<file path="src/fgm_defs.svh">
`ifndef FGM_DEFS_SVH
`define FGM_DEFS_SVH

// pin counts and grouping
`define FGM_NPINS      44
`define FGM_NGRP       4
`define FGM_PINS_SMALL 6'h0C
`define FGM_PINS_MID   6'h1C
`define FGM_PINS_LARGE 6'h2C

// package select codes
`define FGM_PKG_SMALL  2'h0
`define FGM_PKG_MID    2'h1
`define FGM_PKG_LARGE  2'h2

// per-group signal list sizes and select code width (code 0 means unrouted)
`define FGM_NIN        16
`define FGM_NOUT       21
`define FGM_NOUT_G1    18
`define FGM_SELW       5

// group 0 input indices
`define FGM_G0I_DEBUG      0
`define FGM_G0I_FIFO_D0    1
`define FGM_G0I_FIFO_D4    2
`define FGM_G0I_FIFO_OE_N  3
`define FGM_G0I_SLA_CLK    4
`define FGM_G0I_SLB_CLK    5
`define FGM_G0I_GPIO_BASE  6
// group 0 output indices
`define FGM_G0O_DEBUG      0
`define FGM_G0O_TXD        1
`define FGM_G0O_DTR_N      2
`define FGM_G0O_TX_ACTIVE  3
`define FGM_G0O_FIFO_D0    4
`define FGM_G0O_FIFO_D4    5
`define FGM_G0O_RXF_N      6
`define FGM_G0O_PWM0       7
`define FGM_G0O_PWM4       8
`define FGM_G0O_MST_CLK    9
`define FGM_G0O_MST_SEL1_N 10
`define FGM_G0O_GPIO_BASE  11
// group 1 input indices
`define FGM_G1I_RXD        0
`define FGM_G1I_DSR_N      1
`define FGM_G1I_FIFO_D1    2
`define FGM_G1I_FIFO_D5    3
`define FGM_G1I_SLA_MO     4
`define FGM_G1I_SLB_MO     5
`define FGM_G1I_GPIO_BASE  6
// group 1 output indices
`define FGM_G1O_FIFO_D1    0
`define FGM_G1O_FIFO_D5    1
`define FGM_G1O_TXE_N      2
`define FGM_G1O_PWM1       3
`define FGM_G1O_PWM5       4
`define FGM_G1O_SLA_MO     5
`define FGM_G1O_SLB_MO     6
`define FGM_G1O_FIFO_CLK   7
`define FGM_G1O_GPIO_BASE  8

// active-low input masks per group (bit set = idles high)
`define FGM_G0_IN_LOW  16'h0008
`define FGM_G1_IN_LOW  16'h0002
`define FGM_G2_IN_LOW  16'h0000
`define FGM_G3_IN_LOW  16'h0000

// default routing: debug line on pin 0, bidirectional
`define FGM_DEBUG_PIN  6'h00

`endif

</file>
<file path="src/fgm_pkg.sv">
package fgm_pkg;

	`include "fgm_defs.svh"

	typedef enum logic [1:0] {DIR_IN, DIR_OUT, DIR_BIDIR} fgm_dir_e;

	typedef logic [`FGM_SELW-1:0] fgm_sel_t;

	typedef struct packed {
		fgm_dir_e dir;
		fgm_sel_t isel;
		fgm_sel_t osel;
	} fgm_cfg_s;

endpackage

</file>
<file path="src/fgm_pin_sync.sv">
`timescale 1ns/1ps

module fgm_pin_sync #(
	parameter int W = 44
) (
	input  wire logic         clk,   // system clock
	input  wire logic         rst_n, // async reset, active low
	input  wire logic [W-1:0] din,   // raw pad levels
	output logic      [W-1:0] dout   // filtered levels
);

	typedef struct packed {
		logic [W-1:0] s1;
		logic [W-1:0] s2;
		logic [W-1:0] s3;
		logic [W-1:0] val;
	} fgm_sync_s;

	fgm_sync_s st_ff;
	fgm_sync_s nxt_st;

	////////////////////////////////////////////////////////////////////////////
	// three stages; a bit only moves once stages two and three agree,
	// so a single-cycle glitch past the first stage never reaches the peripherals
	always_comb begin
		nxt_st = st_ff;
		nxt_st.s1 = din;
		nxt_st.s2 = st_ff.s1;
		nxt_st.s3 = st_ff.s2;
		for (int i = 0; i < W; i++) begin
			if (st_ff.s2[i] == st_ff.s3[i]) begin
				nxt_st.val[i] = st_ff.s3[i];
			end
		end
	end

	always_ff @(posedge clk or negedge rst_n) begin
		if (!rst_n) begin
			st_ff <= '0;
		end else begin
			st_ff <= nxt_st;
		end
	end

	assign dout = st_ff.val;

endmodule

</file>
<file path="src/fgm_pin_mux.sv">
`timescale 1ns/1ps

module fgm_pin_mux
	import fgm_pkg::*;
(
	input  wire logic                  CLOCK,    // 100 MHz system clock
	input  wire logic                  RST_N,    // async reset, active low
	input  wire logic [1:0]            PKG_SEL,  // package: 0 small, 1 mid, 2 large
	input  wire logic                  MUX_EN,   // routing enable level
	input  wire logic                  CFG_WE,   // write one pin's routing
	input  wire logic [5:0]            CFG_PIN,  // pin index to write
	input  wire fgm_pkg::fgm_dir_e     CFG_DIR,  // pad direction to write
	input  wire fgm_pkg::fgm_sel_t     CFG_ISEL, // input select code, 0 = none
	input  wire fgm_pkg::fgm_sel_t     CFG_OSEL, // output select code, 0 = none
	input  wire logic [43:0]           PAD_IN,   // pad receive levels
	output logic      [43:0]           PAD_OUT,  // pad drive levels
	output logic      [43:0]           PAD_OE_N, // pad driver enable, low drives
	input  wire logic [20:0]           OUT_G0,   // group 0 peripheral outputs
	input  wire logic [20:0]           OUT_G1,   // group 1 peripheral outputs
	input  wire logic [20:0]           OUT_G2,   // group 2 peripheral outputs
	input  wire logic [20:0]           OUT_G3,   // group 3 peripheral outputs
	input  wire logic [20:0]           DRV_G0,   // group 0 bidir drive requests
	input  wire logic [20:0]           DRV_G1,   // group 1 bidir drive requests
	input  wire logic [20:0]           DRV_G2,   // group 2 bidir drive requests
	input  wire logic [20:0]           DRV_G3,   // group 3 bidir drive requests
	output logic      [15:0]           IN_G0,    // group 0 peripheral inputs
	output logic      [15:0]           IN_G1,    // group 1 peripheral inputs
	output logic      [15:0]           IN_G2,    // group 2 peripheral inputs
	output logic      [15:0]           IN_G3     // group 3 peripheral inputs
);

	import fgm_pkg::*;

	typedef struct packed {
		fgm_cfg_s [`FGM_NPINS-1:0]       cfg;
		logic     [`FGM_NPINS-1:0]       pad_out;
		logic     [`FGM_NPINS-1:0]       pad_oe_n;
		logic     [`FGM_NGRP-1:0][15:0]  in_val;
		logic                            en_prev;
	} fgm_state_s;

	fgm_state_s                        st_ff;
	fgm_state_s                        nxt_st;
	logic [`FGM_NPINS-1:0]             pad_sync;
	logic [`FGM_NGRP-1:0][20:0]        out_all;
	logic [`FGM_NGRP-1:0][20:0]        drv_all;

	////////////////////////////////////////////////////////////////////////////
	// helpers

	// pins the chosen package bonds out; unknown codes fall back to the smallest
	function automatic logic [5:0] pins_of(input logic [1:0] pkg);
		unique case (pkg)
			`FGM_PKG_MID:   pins_of = `FGM_PINS_MID;
			`FGM_PKG_LARGE: pins_of = `FGM_PINS_LARGE;
			default:        pins_of = `FGM_PINS_SMALL;
		endcase
	endfunction

	// a pin's group is its index modulo four
	function automatic logic [1:0] group_of(input int p);
		group_of = 2'(p % `FGM_NGRP);
	endfunction

	// resting level of each peripheral input of a group
	function automatic logic [15:0] idle_of(input int g);
		unique case (g)
			0:       idle_of = `FGM_G0_IN_LOW;
			1:       idle_of = `FGM_G1_IN_LOW;
			2:       idle_of = `FGM_G2_IN_LOW;
			default: idle_of = `FGM_G3_IN_LOW;
		endcase
	endfunction

	// a select code names a real list entry
	function automatic logic sel_ok(input fgm_sel_t s, input int n);
		sel_ok = (s != '0) && (int'(s) <= n);
	endfunction

	// output list length of a group; group 1 is shorter, so its top codes mean none
	function automatic int nout_of(input logic [1:0] g);
		nout_of = (g == 2'h1) ? `FGM_NOUT_G1 : `FGM_NOUT;
	endfunction

	// default routing, loaded on each rising enable: debug line bidirectional on pin 0, every other pin input
	function automatic fgm_cfg_s default_cfg(input int p);
		fgm_cfg_s c;
		c.dir  = DIR_IN;
		c.isel = '0;
		c.osel = '0;
		if (p == int'(`FGM_DEBUG_PIN)) begin
			c.dir  = DIR_BIDIR;
			c.isel = fgm_sel_t'(`FGM_G0I_DEBUG + 1);
			c.osel = fgm_sel_t'(`FGM_G0O_DEBUG + 1);
		end
		default_cfg = c;
	endfunction

	////////////////////////////////////////////////////////////////////////////
	// pad receivers come from outside the clock domain
	fgm_pin_sync #(
		.W (`FGM_NPINS)
	) u_sync (
		.clk   (CLOCK),
		.rst_n (RST_N),
		.din   (PAD_IN),
		.dout  (pad_sync)
	);

	// group lists gathered so a pin can index its own group
	assign out_all = {OUT_G3, OUT_G2, OUT_G1, OUT_G0};
	assign drv_all = {DRV_G3, DRV_G2, DRV_G1, DRV_G0};

	////////////////////////////////////////////////////////////////////////////
	// routing table, pad drivers and peripheral input selection
	always_comb begin
		logic [5:0]  npins;
		logic        live;
		logic        drive;
		logic        found;
		logic [1:0]  g;
		fgm_cfg_s    e;
		logic [4:0]  oi;
		logic [15:0] idl;
		npins = pins_of(PKG_SEL);
		live  = 1'b0;
		drive = 1'b0;
		found = 1'b0;
		g     = 2'h0;
		e     = '0;
		oi    = 5'h00;
		idl   = 16'h0000;
		nxt_st = st_ff;
		nxt_st.en_prev = MUX_EN;

		// each rising enable reloads the default table
		if (MUX_EN && !st_ff.en_prev) begin
			for (int p = 0; p < `FGM_NPINS; p++) begin
				nxt_st.cfg[p] = default_cfg(p);
			end
		end

		// a write in the same cycle lands on top of the reload, so it is kept;
		// pins the package lacks ignore writes
		if (CFG_WE && (CFG_PIN < npins)) begin
			nxt_st.cfg[CFG_PIN].dir  = CFG_DIR;
			nxt_st.cfg[CFG_PIN].isel = CFG_ISEL;
			nxt_st.cfg[CFG_PIN].osel = CFG_OSEL;
		end

		// pad drivers: only live pins of the package drive, and only when enabled
		for (int p = 0; p < `FGM_NPINS; p++) begin
			g    = group_of(p);
			e    = st_ff.cfg[p];
			live = MUX_EN && st_ff.en_prev && (6'(p) < npins);
			oi   = e.osel - 5'h01;
			drive = 1'b0;
			nxt_st.pad_out[p] = 1'b0;
			if (live && sel_ok(e.osel, nout_of(g))) begin
				nxt_st.pad_out[p] = out_all[g][oi];
				unique case (e.dir)
					DIR_OUT:   drive = 1'b1;
					DIR_BIDIR: drive = drv_all[g][oi];
					DIR_IN:    drive = 1'b0;
					default:   drive = 1'b0;
				endcase
			end
			nxt_st.pad_oe_n[p] = !drive;
		end

		// peripheral inputs: the lowest live pin of the right group wins;
		// an unfed input rests at its inactive level
		for (int gi = 0; gi < `FGM_NGRP; gi++) begin
			idl = idle_of(gi);
			for (int k = 0; k < `FGM_NIN; k++) begin
				nxt_st.in_val[gi][k] = idl[k];
				found = 1'b0;
				for (int p = gi; p < `FGM_NPINS; p += `FGM_NGRP) begin
					e    = st_ff.cfg[p];
					live = MUX_EN && st_ff.en_prev && (6'(p) < npins);
					if (!found && live && (e.dir != DIR_OUT)
						&& (e.isel == fgm_sel_t'(k + 1))) begin
						nxt_st.in_val[gi][k] = pad_sync[p];
						found = 1'b1;
					end
				end
			end
		end
	end

	////////////////////////////////////////////////////////////////////////////
	// state register; reset leaves every pad an undriven input
	always_ff @(posedge CLOCK or negedge RST_N) begin
		if (!RST_N) begin
			st_ff.cfg      <= '0;
			st_ff.pad_out  <= '0;
			st_ff.pad_oe_n <= '1;
			st_ff.in_val   <= {`FGM_G3_IN_LOW, `FGM_G2_IN_LOW,
				`FGM_G1_IN_LOW, `FGM_G0_IN_LOW};
			st_ff.en_prev  <= 1'b0;
		end else begin
			st_ff <= nxt_st;
		end
	end

	// outputs straight from the state register
	assign PAD_OUT  = st_ff.pad_out;
	assign PAD_OE_N = st_ff.pad_oe_n;
	assign IN_G0    = st_ff.in_val[0];
	assign IN_G1    = st_ff.in_val[1];
	assign IN_G2    = st_ff.in_val[2];
	assign IN_G3    = st_ff.in_val[3];

endmodule

</file>
<file path="config.mk">
export PLATFORM = sky130hd
export DESIGN_NAME = fgm_pin_mux
export DESIGN_NICKNAME = d
export VERILOG_FILES = /design/src/fgm_pkg.sv /design/src/fgm_pin_sync.sv /design/src/fgm_pin_mux.sv
export VERILOG_INCLUDE_DIRS = /design/src
export SDC_FILE = /design/constraint.sdc
export NUM_CORES = 2
export LEC_CHECK = 0
export BUFFER_PORTS_ARGS = -buffer_cell sky130_fd_sc_hd__buf_4
export CORE_AREA = 2 2 482 484
export CTS_CLUSTER_DIAMETER = 200
export DETAILED_ROUTE_END_ITERATION = 6
export DIE_AREA = 0 0 484 486
export HOLD_SLACK_MARGIN = 0.12
export PLACE_DENSITY = 0.56
export SYNTH_ARGS = -nofsm -noshare
export SYNTH_HDL_FRONTEND = slang
export SYNTH_HIERARCHICAL = 1
export SYNTH_SLANG_ARGS = --single-unit
</file>
<file path="constraint.sdc">
create_clock -name CLOCK -period 4 [get_ports CLOCK]
set_clock_uncertainty 0.15 [all_clocks]
set_input_delay 0.4 -clock CLOCK [delete_from_list [all_inputs] [get_ports CLOCK]]
set_output_delay 0.4 -clock CLOCK [all_outputs]
set_load 0.1 [all_outputs]
</file>
==> impl_summary.md <==
Critical path
Counting cells, the worst reg-to-reg path comes to 9. The data arrival time of the critical path is about 4.2 ns. The required time of the worst setup path is ~4.4 ns. STA classifies the critical path startpoint as a flop. The top fanout value on the critical path is 15. The worst setup path category is flop to flop.

The sort of element at the end of the critical path is a flop.

Clock tree
The clock buffer count from CTS is about 110. The tree is rooted in a clkbuf_16. TritonCTS built the clock tree.

CTS saw about 860 sinks. The H-tree depth is 3. The maximum root-to-sink buffer count is 3.

The number of buffers inserted to repair setup after CTS is 0. For the worst-skew pair, the clock arrives at the later sink with an insertion delay of 0.78 ns. After clock tree synthesis, the clock-pin slew on the worst setup and hold paths is about 0.06 ns.

Timing
The maximum operating frequency is between 200 and 300 MHz. The post-route worst setup slack is 0.245 ns. Setup violations remaining at the end of the flow were counted as 0. The max-slew violation count is 0.

Setup repair after global routing left no endpoint under its margin. The final setup TNS is 0 ns. The final hold violation count is 0. At the pin with the least slew margin, the transition time is 1.28 ns.

Measured against its own limit, the worst slew margin works out to 0.145. The routed design could run at a clock period as short as roughly 3.8 ns. The final worst-path cycle share is 0.939.

Global route
The total overflow left after global routing is 0. The first global-routing pass estimated 417 mm of wire. The via count of the first global-routing pass was ~60,000.

The global-route total usage across every layer is 0.234. Entering global routing, the biggest net connects between 100 and 150 pins. The number of antenna violations at the first check in global routing was 17.

Layout
The share of final-layout standard cells stronger than drive strength 1 is 0.209. The area growth from synthesis to layout is 14.4%. Leaving out filler cells and counting taps, the final layout contains about 11,000. The most common cell after layout, fill and taps aside is nand2_1.

The library cells used most frequently in the layout, excluding fill and tap cells, are 1,105 x nand2_1, 811 x dfrtp_1, 663 x buf_4. After the last flow step, the layout net total stands at around 8,000.

Placement
The worst setup timing slack at the placement stage is 0.221 ns. The placer congestion estimate is 0.975. The number of I/O port buffers is 387. The HPWL after detailed placement is about 210 mm.

After detailed placement, the design holds a cell count of 10,400.

Power
The total leakage power is approximately 30 nW. Across the VDD grid, the largest voltage drop is about 0.00032 V. The power per cell area is between 200 and 300 nW/um^2.

Yosys
After synthesis the netlist holds a flip-flop and latch count of between 800 and 900. The synthesized netlist contains 110 unique library cells. Counting flops with a built-in enable in the synthesized netlist gives 0. The most used flip-flop cell after synthesis is dfrtp_1. The share of the Yosys chip area taken by registers is 0.312. The synthesized netlist cell count is 7,592. After synthesis the cells add up to about 70,000 um^2. The async set-or-reset flop fraction in the synthesized netlist is 1.00. The Yosys step of the flow raised 6 warnings. Counting every net in the synthesized netlist gives between 8,000 and 9,000. The synthesized area per cell is 9.06 um^2.

Routing
The average wire length per cell after detail routing is around 26 um. The routed design has about 280 mm of wire. For this run, design rule violations remaining after detail routing come to 0. The number of detailed-route iterations in the first pass is 6. The remaining antenna violation count is 0. For this block, the via count after detailed routing is approximately 63,000.

Using the TritonRoute via totals, the vias-per-cell ratio works out to slightly below 6. For this block, the initial DRC count from the detailed router was 6,989.

Run status
The run finished with clean final reports.

Floorplanning
For this configuration, the core starts out at a cell density of 0.300. The number of placement rows is approximately 180. Measured along the y axis, the die boundary spans 486 um. Measured along the x axis, the die boundary spans 484 um. ~390 I/O pins were placed. The floorplan step defined a die boundary enclosing roughly 240,000 um^2. The core region area is approximately 230,000 um^2.

Min path
The path class of the lowest-slack min-delay path is primary input to flop. The number of cells on the worst hold path is 2.

Flow run
The tool flagged a number of max-cap violations equal to 0.
-- registers in the layout (all words and copies together), names as in the netlist --
signal / cells
IN_G0: 16
IN_G1: 16
IN_G2: 16
IN_G3: 16
PAD_OE_N: 44
PAD_OUT: 44
st_ff: 529
u_sync/dout: 44
u_sync/nxt_st: 88
u_sync/st_ff: 44
-- synth_stat cells (87+ instances only) --
cell / instances / share of area
o31ai_1: 143 / 0.016
inv_1: 239 / 0.013
mux2i_1: 93 / 0.014
mux4_2: 519 / 0.17
nand3_1: 500 / 0.036
nand4_1: 113 / 0.010
buf_4: 203 / 0.022
clkbuf_1: 485 / 0.026
a21oi_1: 193 / 0.014
o211ai_1: 90 / 0.0098
nor2_1: 430 / 0.023
nand2_1: 1106 / 0.060
nor3_1: 162 / 0.012
ha_1: 180 / 0.033
dfrtp_1: 811 / 0.29
nor4_1: 89 / 0.0081
buf_2: 119 / 0.0087
o21ai_0: 631 / 0.046
nor2b_1: 135 / 0.012
xnor2_1: 87 / 0.011
-- worst max-delay path: stages, from the launching register on --
cell	delay (ns)
dfrtp_1	0.80
buf_4	0.33
and3b_4	0.39
buf_12	0.22
and3_1	0.28
nand3_1	0.17
o211ai_1	0.31
a211oi_1	0.12
a2111oi_1	0.65
a41oi_1	0.13
-- repair_timing --
action | in CTS | in global routing
resized for setup | 0 | 1
endpoints found under the setup margin | 0 | 1
hold buffers | 94 | 0
endpoints found under the hold margin | 908 | 0
-- per-stage QoR --
| step | power, mW | cell area (um^2) | hold WS (ns) | utilization |
|---|---|---|---|---|
| global placement | 12.0 | 73900 | 0.183 | 0.322 |
| detailed placement | 12.1 | 73900 | 0.186 | 0.322 |
| finish | 23.0 | 78700 | 0.180 | 0.343 |
| global route | 23.8 | 78700 | 0.162 | 0.343 |
| floorplan | 10.8 | 68800 | -0.0456 | - |
| CTS | 23.2 | 78700 | 0.122 | 0.343 |
-- power breakdown --
group	internal [mW]	switching, mW	leakage, nW
Clock	6.60	4.33	1.90
Combinational	1.10	1.81	16.3
Sequential	8.84	0.288	11.4
-- per-layer routing --
layer	wire, um	vias to the layer above	share of wire	track usage
li1	-	28000	-	-
met4	12500	16	0.044	0.0951
met3	25300	573	0.089	0.0492
met2	123000	3123	0.43	0.352
met1	122000	31600	0.43	0.326
met5	108	-	0.00038	0
-- final cells by class --
type,count,area [um^2]
antenna,3,7.51
clock buffer,134,2940
clock inverter,64,972
fill,23300,151000
inverter,240,901
multi-input combinational,5633,42300
sequential,857,21500
tap,3026,3790
timing repair buffer,779,6370
-- kinds of logic after synthesis --
kind of cell | after synthesis | synth area share
xor+xnor | 132 | 0.0168
mux | 633 | 0.187
buf+inv | 1102 | 0.0741
compound gates | 1538 | 0.142
simple gates | 3106 | 0.228
fa+ha+maj | 224 | 0.0399
flops | 857 | 0.312
-- final timing paths --
check                              startpoint            endpoint  slack, ns
min reg2reg                u_sync/nxt_st[126]   u_sync/nxt_st[82]       0.20
max                                  st_ff[0]           IN_G0[14]       0.25
max reg2reg                          st_ff[0]           IN_G0[14]       0.25
min in group asynchronous               RST_N      u_sync/dout[3]       0.27
max in group asynchronous               RST_N         PAD_OE_N[5]       2.63
min                                PAD_IN[36]  u_sync/nxt_st[124]       0.18
Power figures use the tool's default switching activity.
